--- src/shared/hbc_pkg.sv ---
package hbc_pkg;
  // Bus configuration word field positions
  localparam int unsigned CFG_SHIFT_BIT = 0;
  localparam int unsigned CFG_ACK_LO_BIT = 1;
  localparam int unsigned CFG_ACK_HI_BIT = 2;
  localparam int unsigned CFG_SWAP_SEL_BIT = 6;
  localparam int unsigned CFG_SWAP_EN_BIT = 7;
  // Value of the configuration word after reset (left shift decode)
  localparam logic [7:0] CFG_RESET = 8'h00;
  // No-vector bit positions in the two section control registers
  localparam int unsigned MASTER_NOVEC_BIT = 1;
  localparam int unsigned DMA_NOVEC_BIT = 5;
  // Acknowledge styles, coded as configuration bits 2:1
  localparam logic [1:0] ACK_STATUS = 2'h0;
  localparam logic [1:0] ACK_SINGLE = 2'h1;
  localparam logic [1:0] ACK_DOUBLE = 2'h3;
  // Number of internal interrupt sources
  localparam int unsigned NUM_SRC = 8;
  // Cycles from a slave request to the handshake marking completion
  localparam logic [1:0] SLAVE_LAT = 2'h1;
endpackage

--- src/shared/hbc_lane_if.sv ---
`timescale 1ns/1ps
// Lane steering request and result between top and steering unit
interface hbc_lane_if;
  logic [15:0] bus_data;  // Raw 16-bit data bus
  logic addr_lsb;         // DMA address bit 0
  logic swap_en;          // Byte swap enable
  logic swap_sel;         // Byte swap select
  logic mem_to_dev;       // Master read from memory
  logic [7:0] byte_out;   // Selected byte
  modport top (output bus_data, addr_lsb, swap_en, swap_sel, mem_to_dev,
               input byte_out);
  modport unit (input bus_data, addr_lsb, swap_en, swap_sel, mem_to_dev,
                output byte_out);
endinterface

--- src/logic/hbc_host_port.sv ---
`timescale 1ns/1ps
module hbc_host_port #(
  parameter int unsigned NSRC = hbc_pkg::NUM_SRC
) (
  input wire logic ref_clk_i,
  input wire logic arst_n_i,
  input wire logic chip_en_n_i,          // Active-low chip enable
  input wire logic data_strobe_n_i,      // Data strobe
  input wire logic rd_wr_i,              // 1 read, 0 write (with strobe)
  input wire logic rd_n_i,               // Separate read strobe
  input wire logic wr_n_i,               // Separate write strobe
  input wire logic addr_strobe_n_i,      // Address strobe
  input wire logic section_select_pin_i, // Low selects serial section
  input wire logic channel_select_pin_i, // Channel select
  input wire logic irq_ack_in_n_i,       // Acknowledge input
  input wire logic prio_chain_in_i,      // Priority chain input
  input wire logic [15:0] ad_i,          // Address/data bus in
  input wire logic bus_master_i,         // DMA section owns the bus
  input wire logic master_rd_i,          // Master reading memory
  input wire logic master_strobe_i,      // Master strobe active
  input wire logic dma_addr_lsb_i,       // DMA address bit 0
  input wire logic [7:0] dev_byte_i,     // Byte from device core
  input wire logic [NSRC-1:0] src_req_i, // Internal sources pending
  input wire logic [NSRC-1:0] src_en_i,  // Per-source enables
  input wire logic [NSRC-1:0] src_is_dma_i, // Source in DMA section
  input wire logic [7:0] master_irq_ctrl_i, // Serial section control
  input wire logic [7:0] dma_irq_ctrl_i,    // DMA section control
  input wire logic [7:0] vector_base_i,     // Vector base
  input wire logic status_in_vec_i,         // Include source status
  input wire logic wait_rdy_i,              // Handshake pin in
  output logic wait_rdy_o,                  // Handshake pin out
  output logic wait_rdy_oe_n_o,             // Low while driving
  output logic [15:0] ad_o,                 // Address/data out
  output logic ad_oe_n_o,                   // Low while driving bus
  output logic irq_n_o,                     // Interrupt request
  output logic [7:0] bus_config_word_o,     // Captured word
  output logic cfg_done_o,                  // Configuration taken
  output logic mux_mode_o,                  // Multiplexed mode
  output logic wait_style_o,                // 1 wait, 0 ready
  output logic [4:0] reg_addr_o,            // Decoded register index
  output logic [7:0] wr_byte_o,             // Slave write byte
  output logic wr_stb_o,                    // Slave write pulse
  output logic [7:0] dma_byte_o,            // Master read byte
  output logic dma_byte_vld_o,              // Master read pulse
  output logic master_go_o                  // Master may proceed
);
  localparam int unsigned SW = $clog2(NSRC);

  // Slave strobes, either style, gated by chip enable
  logic rd_act, wr_act, acc_act;
  assign rd_act = !chip_en_n_i && ((!data_strobe_n_i && rd_wr_i) ||
                  !rd_n_i);
  assign wr_act = !chip_en_n_i && ((!data_strobe_n_i && !rd_wr_i) ||
                  !wr_n_i);
  assign acc_act = rd_act || wr_act;

  logic acc_q;            // Strobe active last cycle
  logic as_q;             // Address strobe active last cycle
  logic as_seen_q;        // Address strobe seen before configuration
  logic [4:0] addr_lat_q; // Latched multiplexed address
  logic ack_lat_q;        // Latched status acknowledge
  logic cfg_done_q;
  logic [7:0] cfg_q;
  logic mux_q, wait_q;
  logic acc_edge;
  assign acc_edge = acc_act && !acc_q;

  // Edge tracking of strobes
  always_ff @(posedge ref_clk_i or negedge arst_n_i) begin
    if (!arst_n_i) begin
      acc_q <= 1'b0;
      as_q <= 1'b0;
    end else begin
      acc_q <= acc_act;
      as_q <= !addr_strobe_n_i;
    end
  end

  // Address strobe history decides bus mode at configuration
  always_ff @(posedge ref_clk_i or negedge arst_n_i) begin
    if (!arst_n_i) begin
      as_seen_q <= 1'b0;
      addr_lat_q <= 5'h00;
    end else begin
      if (!addr_strobe_n_i && !bus_master_i) begin
        as_seen_q <= 1'b1;
        // Left shift uses lines 5..1, right shift 4..0
        addr_lat_q <= cfg_q[hbc_pkg::CFG_SHIFT_BIT] ? ad_i[4:0]
                                                    : ad_i[5:1];
      end
    end
  end

  // One-time configuration capture; reset re-arms it
  always_ff @(posedge ref_clk_i or negedge arst_n_i) begin
    if (!arst_n_i) begin
      cfg_done_q <= 1'b0;
      cfg_q <= hbc_pkg::CFG_RESET;
      mux_q <= 1'b0;
      wait_q <= 1'b0;
    end else if (!cfg_done_q && wr_act && acc_edge &&
                 !section_select_pin_i) begin
      // Later writes never reach here again
      cfg_done_q <= 1'b1;
      cfg_q <= ad_i[7:0];
      mux_q <= as_seen_q;
      wait_q <= channel_select_pin_i;
    end
  end

  // Settings act in the config cycle itself, bypassing the latch
  logic mux_eff, wait_eff;
  assign mux_eff = cfg_done_q ? mux_q : as_seen_q;
  assign wait_eff = cfg_done_q ? wait_q : channel_select_pin_i;

  logic [1:0] ack_style;
  assign ack_style =
      cfg_q[hbc_pkg::CFG_ACK_HI_BIT:hbc_pkg::CFG_ACK_LO_BIT];

  // Status acknowledge latched per bus mode
  always_ff @(posedge ref_clk_i or negedge arst_n_i) begin
    if (!arst_n_i) begin
      ack_lat_q <= 1'b0;
    end else if (mux_eff) begin
      if (as_q && addr_strobe_n_i) begin
        ack_lat_q <= !irq_ack_in_n_i;
      end
    end else if (acc_edge) begin
      ack_lat_q <= !irq_ack_in_n_i;
    end
  end

  // Priority encode: lowest index wins
  logic [NSRC-1:0] live;
  logic any_live;
  logic [SW-1:0] win;
  assign live = src_req_i & src_en_i;
  assign any_live = |live;
  always_comb begin
    win = '0;
    for (int i = NSRC - 1; i >= 0; i--) begin
      if (live[i]) begin
        win = SW'(i);
      end
    end
  end

  // Acknowledge strobe qualifier per style
  logic ack_cyc, vec_stb, novec, vec_drive;
  // Non-multiplexed status: the latch lags its own strobe edge by a
  // cycle, so the pin is used at that edge; no read data leaks out
  logic ack_now;
  assign ack_now = (!mux_eff && acc_edge) ? !irq_ack_in_n_i : ack_lat_q;
  assign ack_cyc = (ack_style == hbc_pkg::ACK_STATUS) ? ack_now
                   : !irq_ack_in_n_i;
  assign vec_stb = (ack_style == hbc_pkg::ACK_STATUS) ? rd_act
                   : !irq_ack_in_n_i;
  // No-vector per section of the winning source
  assign novec = src_is_dma_i[win]
                 ? dma_irq_ctrl_i[hbc_pkg::DMA_NOVEC_BIT]
                 : master_irq_ctrl_i[hbc_pkg::MASTER_NOVEC_BIT];
  // Only highest pending responds, chain input high
  assign vec_drive = ack_cyc && vec_stb && prio_chain_in_i &&
                     any_live && !novec && !bus_master_i;

  logic [7:0] vec_val;
  always_comb begin
    vec_val = vector_base_i;
    if (status_in_vec_i) begin
      vec_val[SW-1:0] = win;
    end
  end

  // Lane steering for master reads
  hbc_lane_if lane ();
  assign lane.bus_data = ad_i;
  assign lane.addr_lsb = dma_addr_lsb_i;
  assign lane.swap_en = cfg_q[hbc_pkg::CFG_SWAP_EN_BIT];
  assign lane.swap_sel = cfg_q[hbc_pkg::CFG_SWAP_SEL_BIT];
  assign lane.mem_to_dev = bus_master_i && master_rd_i;
  hbc_lane_steer u_steer (
    .lane(lane)
  );

  // Handshake input sense: wait active high stalls, ready completes
  logic hs_ok;
  assign hs_ok = wait_eff ? !wait_rdy_i : wait_rdy_i;

  // Data bus drive: replicate byte on both lanes
  always_ff @(posedge ref_clk_i or negedge arst_n_i) begin
    if (!arst_n_i) begin
      ad_o <= 16'h0000;
      ad_oe_n_o <= 1'b1;
    end else if (bus_master_i) begin
      ad_o <= {dev_byte_i, dev_byte_i};
      ad_oe_n_o <= !(master_strobe_i && !master_rd_i);
    end else if (vec_drive) begin
      ad_o <= {vec_val, vec_val};
      ad_oe_n_o <= 1'b0;
    end else begin
      ad_o <= {dev_byte_i, dev_byte_i};
      ad_oe_n_o <= !(rd_act && !ack_cyc);
    end
  end

  // Handshake pin: output as slave, input as master
  always_ff @(posedge ref_clk_i or negedge arst_n_i) begin
    if (!arst_n_i) begin
      wait_rdy_o <= 1'b0;
      wait_rdy_oe_n_o <= 1'b1;
    end else if (bus_master_i) begin
      wait_rdy_o <= 1'b0;
      wait_rdy_oe_n_o <= 1'b1;
    end else begin
      // Completion one cycle after strobe edge for data or write; ready style marks a vector in the cycle it is driven
      wait_rdy_oe_n_o <= !(acc_act || ack_cyc);
      if (wait_eff) begin
        wait_rdy_o <= acc_edge;  // Wait asserted only first cycle
      end else begin
        wait_rdy_o <= (acc_act && !acc_edge) || vec_drive;
      end
    end
  end

  // Slave write path: low lane only
  always_ff @(posedge ref_clk_i or negedge arst_n_i) begin
    if (!arst_n_i) begin
      wr_byte_o <= 8'h00;
      wr_stb_o <= 1'b0;
      reg_addr_o <= 5'h00;
    end else begin
      wr_byte_o <= ad_i[7:0];
      wr_stb_o <= wr_act && acc_edge && cfg_done_q && !bus_master_i;
      // Shift decode only in multiplexed mode
      reg_addr_o <= mux_eff ? addr_lat_q : 5'h00;
    end
  end

  // Master read data capture and go signal
  always_ff @(posedge ref_clk_i or negedge arst_n_i) begin
    if (!arst_n_i) begin
      dma_byte_o <= 8'h00;
      dma_byte_vld_o <= 1'b0;
      master_go_o <= 1'b0;
    end else begin
      dma_byte_o <= lane.byte_out;
      dma_byte_vld_o <= lane.mem_to_dev && master_strobe_i && hs_ok;
      master_go_o <= bus_master_i && master_strobe_i && hs_ok;
    end
  end

  // Status outputs and single request
  always_ff @(posedge ref_clk_i or negedge arst_n_i) begin
    if (!arst_n_i) begin
      irq_n_o <= 1'b1;
      bus_config_word_o <= hbc_pkg::CFG_RESET;
      cfg_done_o <= 1'b0;
      mux_mode_o <= 1'b0;
      wait_style_o <= 1'b0;
    end else begin
      irq_n_o <= !any_live;
      bus_config_word_o <= cfg_q;
      cfg_done_o <= cfg_done_q;
      mux_mode_o <= mux_eff;
      wait_style_o <= wait_eff;
    end
  end
endmodule

--- src/logic/hbc_lane_steer.sv ---
`timescale 1ns/1ps
// Picks the incoming byte lane for reads from memory
module hbc_lane_steer (
  hbc_lane_if.unit lane
);
  // Lane choice is combinational; the top registers the result
  always_comb begin
    lane.byte_out = lane.bus_data[7:0];
    if (lane.mem_to_dev && lane.swap_en) begin
      // Select 1: even low, odd high; select 0: the reverse
      if (lane.swap_sel) begin
        lane.byte_out = lane.addr_lsb ? lane.bus_data[15:8]
                                      : lane.bus_data[7:0];
      end else begin
        lane.byte_out = lane.addr_lsb ? lane.bus_data[7:0]
                                      : lane.bus_data[15:8];
      end
    end
  end
endmodule

--- config.mk ---
export PLATFORM = sky130hd
export DESIGN_NAME = hbc_host_port
export DESIGN_NICKNAME = d
export VERILOG_FILES = /design/src/shared/hbc_pkg.sv /design/src/shared/hbc_lane_if.sv /design/src/logic/hbc_host_port.sv /design/src/logic/hbc_lane_steer.sv
export SDC_FILE = /design/constraint.sdc
export NUM_CORES = 1
export LEC_CHECK = 0
export BUFFER_PORTS_ARGS = -buffer_cell sky130_fd_sc_hd__buf_4
export CAP_MARGIN = 20
export CORE_MARGIN = 2
export CORE_UTILIZATION = 30
export CTS_CLUSTER_SIZE = 25
export DETAILED_ROUTE_END_ITERATION = 10
export HOLD_SLACK_MARGIN = 0.03
export MAX_ROUTING_LAYER = met4
export SLEW_MARGIN = 20
export SYNTH_ARGS = -nofsm -noshare
export SYNTH_HDL_FRONTEND = slang
export SYNTH_SLANG_ARGS = --single-unit
--- constraint.sdc ---
create_clock -name ref_clk_i -period 2.9 [get_ports ref_clk_i]
set_input_delay 0.58 -clock ref_clk_i [delete_from_list [all_inputs] [get_ports ref_clk_i]]
set_output_delay 0.58 -clock ref_clk_i [all_outputs]
set_load 0.01 [all_outputs]
==> results.cfg <==
[global_routing]
grt_usage = 0.146
grt_pass1_wl_um = 10800
antenna_found_initial = 0
grt_pass1_vias = 2220
grt-ovfl-total = 0
grt_max_degree = 68

[hold_path]
min_path_type = in2async

[routing]
vias_per_cell = 4.54
drcViolationCount = 0
drt-pass1-iter-count = 4
wl_per_cell_um = 14.6
ant_nets = 0
drtIter0Drc = 40
vias = 2077
drt_wl_total_um = 6670

[yosys]
synth_top_area_frac = 0.580
ys_ff_latch = 67
synth_most_common_cell = dfrtp_1
synth_common_cells = 64 x dfrtp_1, 16 x mux2_1, 15 x nor2_1
netlist_instances = 211
syn_area_sq_mm = 0.00276
ys.flop_type = dfrtp_1
synth_warnings = 0
synth_area_leader_cell = dfrtp_1
synth_seq_area_share = 0.609
synth_area_leaders = dfrtp_1 58%, mux2_1 6.5%, mux2_4 4.9%
avgSynthCellArea_sq_um = 13.1
synth_nets = 301
synth_cell_type_count = 42
synthArstFlopShare = 1.00
synth_edf_count = 0

[power]
vdd_drop_max_mv = 0.333
power-per-cell-area_mw_per_mm2 = 560
p_leak_nw = 1.99

[setup_path]
reg2reg_depth = 7
reg2reg_from = cfg_done_q
cp.arrival_ns = 2.59
r2r-end = ad_o[13]
crit_required_ns = 3.12
critPathKind = in2reg
critical_path.endpoint_type = register
start_kind = primary input
ff2ff_setup_slack_ns = 0.54
cp_max_fo = 8

[sta]
fin_skew_ns = 0.0118
tns_ns = 0
fin_crit_sh = 0.817
setup_viol = 0
hold_viol = 0
rsz0062_at_grt = false
maxSlewViolCount = 0
slew-limit-headroom = 0.448
fmax_mhz = 422
setup_ws_ns = 0.529
worst_slew_pin_slew_ns = 0.829
period_minus_slack_ns = 2.37

[die]
num_rows = 34
dieWidth_um = 99.9
io_pins = 145
initial_utilization = 0.313
die_area_sq_mm = 0.00998
core_region_area_sq_mm = 0.00881
die_h_um = 99.9

[placed_design]
dp_cells = 441
portBuffers = 130
dp_slack_ns = 0.170
dpl.hpwl_um = 5130
gp_congestion = 0.752

[clock_tree]
clockRootBuffer = clkbuf_8
cts-hold-fix-buffers = 0
htree_levels = 3
cts_tree = yes
cts_buffers = 9
clk-insertion-delay-late_ns = 0.34
post_cts_buffers = 0
clockBufferDepth = 2
path_clk_slew_ns = 0.08
post_cts_resized = 0
cts.sinks = 67

[job]
maxCapViolations = 0

[cells_and_area]
drive_gt1_frac = 0.496
diodes = 0
final_cells = 457
nFillCells = 822
nNetsFinal = 434
area_growth_pct = 45.5

[outcome]
status = finished clean
==> cells by family (layout without fill, tap and decap cells) <==
logic type,after synthesis,count (layout),share of synthesized area
flip-flops,67,67,0.609
AND/OR/NAND/NOR,52,52,0.0957
multiplexers,36,36,0.160
AO/OA/AOI/OAI,35,35,0.0921
buffers and inverters,19,157,0.0367
XOR/XNOR,2,2,0.00635
==> area by class of cell <==
class | count | area [sq um] | area share
repair buffers | 134 | 1020 | 0.254
flip-flops and latches | 67 | 1680 | 0.419
inverters | 7 | 26.3 | 0.00654
clock inverters | 6 | 50.0 | 0.0125
multi-input cells | 125 | 977 | 0.243
clock buffers | 10 | 128 | 0.0318
well taps | 108 | 135 | 0.0337
==> worst max-delay path, cell delays in order <==
cell and delay, ns:
buf_4 0.08, nand2_1 0.04, a32o_1 0.25, a22o_1 0.20, a32oi_2 0.21, mux2i_1 0.37
mux2i_4 0.37, buf_12 0.18, mux2_4 0.30
==> cells in the final DEF, fill, tap and decap left out, types with 5 or more instances in the layout <==
master    netlist  routed
mux2i_1         7       7
nand3_1         5       5
nand2_1        13      13
dfrtp_1        64      64
o21ai_0         6       6
mux2_4          9       9
and2_1          6       6
mux2_1         16      16
buf_4           8     133
inv_1           6       6
o21ai_1         6       6
clkbuf_8        0       9
nor2_1         15      15
a21oi_1         6       6
==> where the power goes <==
| group | internal [W] | switching (W) |
|---|---|---|
| Sequential | 0.00104 | 0.0000505 |
| Combinational | 0.000254 | 0.000212 |
| Clock | 0.000317 | 0.000370 |
==> stage by stage <==
stage | cell area [sq um] | util | hold slack, ns | power [W]
after global routing | 4020 | 0.456 | 0.338 | 0.00239
final | 4020 | 0.456 | 0.329 | 0.00225
after detailed placement | 3840 | 0.436 | 0.364 | 0.00159
after CTS | 4020 | 0.456 | 0.340 | 0.00229
after global placement | 3840 | 0.436 | 0.357 | 0.00158
after floorplan | 2760 | - | 0.284 | 0.00132
==> flip-flops by register name, summed over array words and instances, names as in the netlist, 5 cells and up <==
register / count
ad_o: 8
addr_lat_q: 5
bus_config_word_o: 8
cfg_q: 8
dma_byte_o: 8
reg_addr_o: 5
wr_byte_o: 8
==> layer usage <==
metal,track usage,share of wire
met1,0.171,0.41
met2,0.230,0.48
met3,0.0696,0.11
met4,0.0285,0
met5,-,0
==> worst max path at each step <==
| stage | start | endpoint | slack (ns) |
|---|---|---|---|
| global placement | src_req_i[6] | ad_o[13] | 0.18 |
| floorplan | src_req_i[6] | ad_o[10] | 0.38 |
| global route | cfg_done_q | ad_o[13] | 0.39 |
| CTS | cfg_done_q | ad_o[12] | 0.52 |
| finish | src_req_i[6] | ad_o[13] | 0.53 |
| detailed placement | src_req_i[6] | ad_o[12] | 0.17 |
No activity file was read; power rests on OpenSTA's default activity.
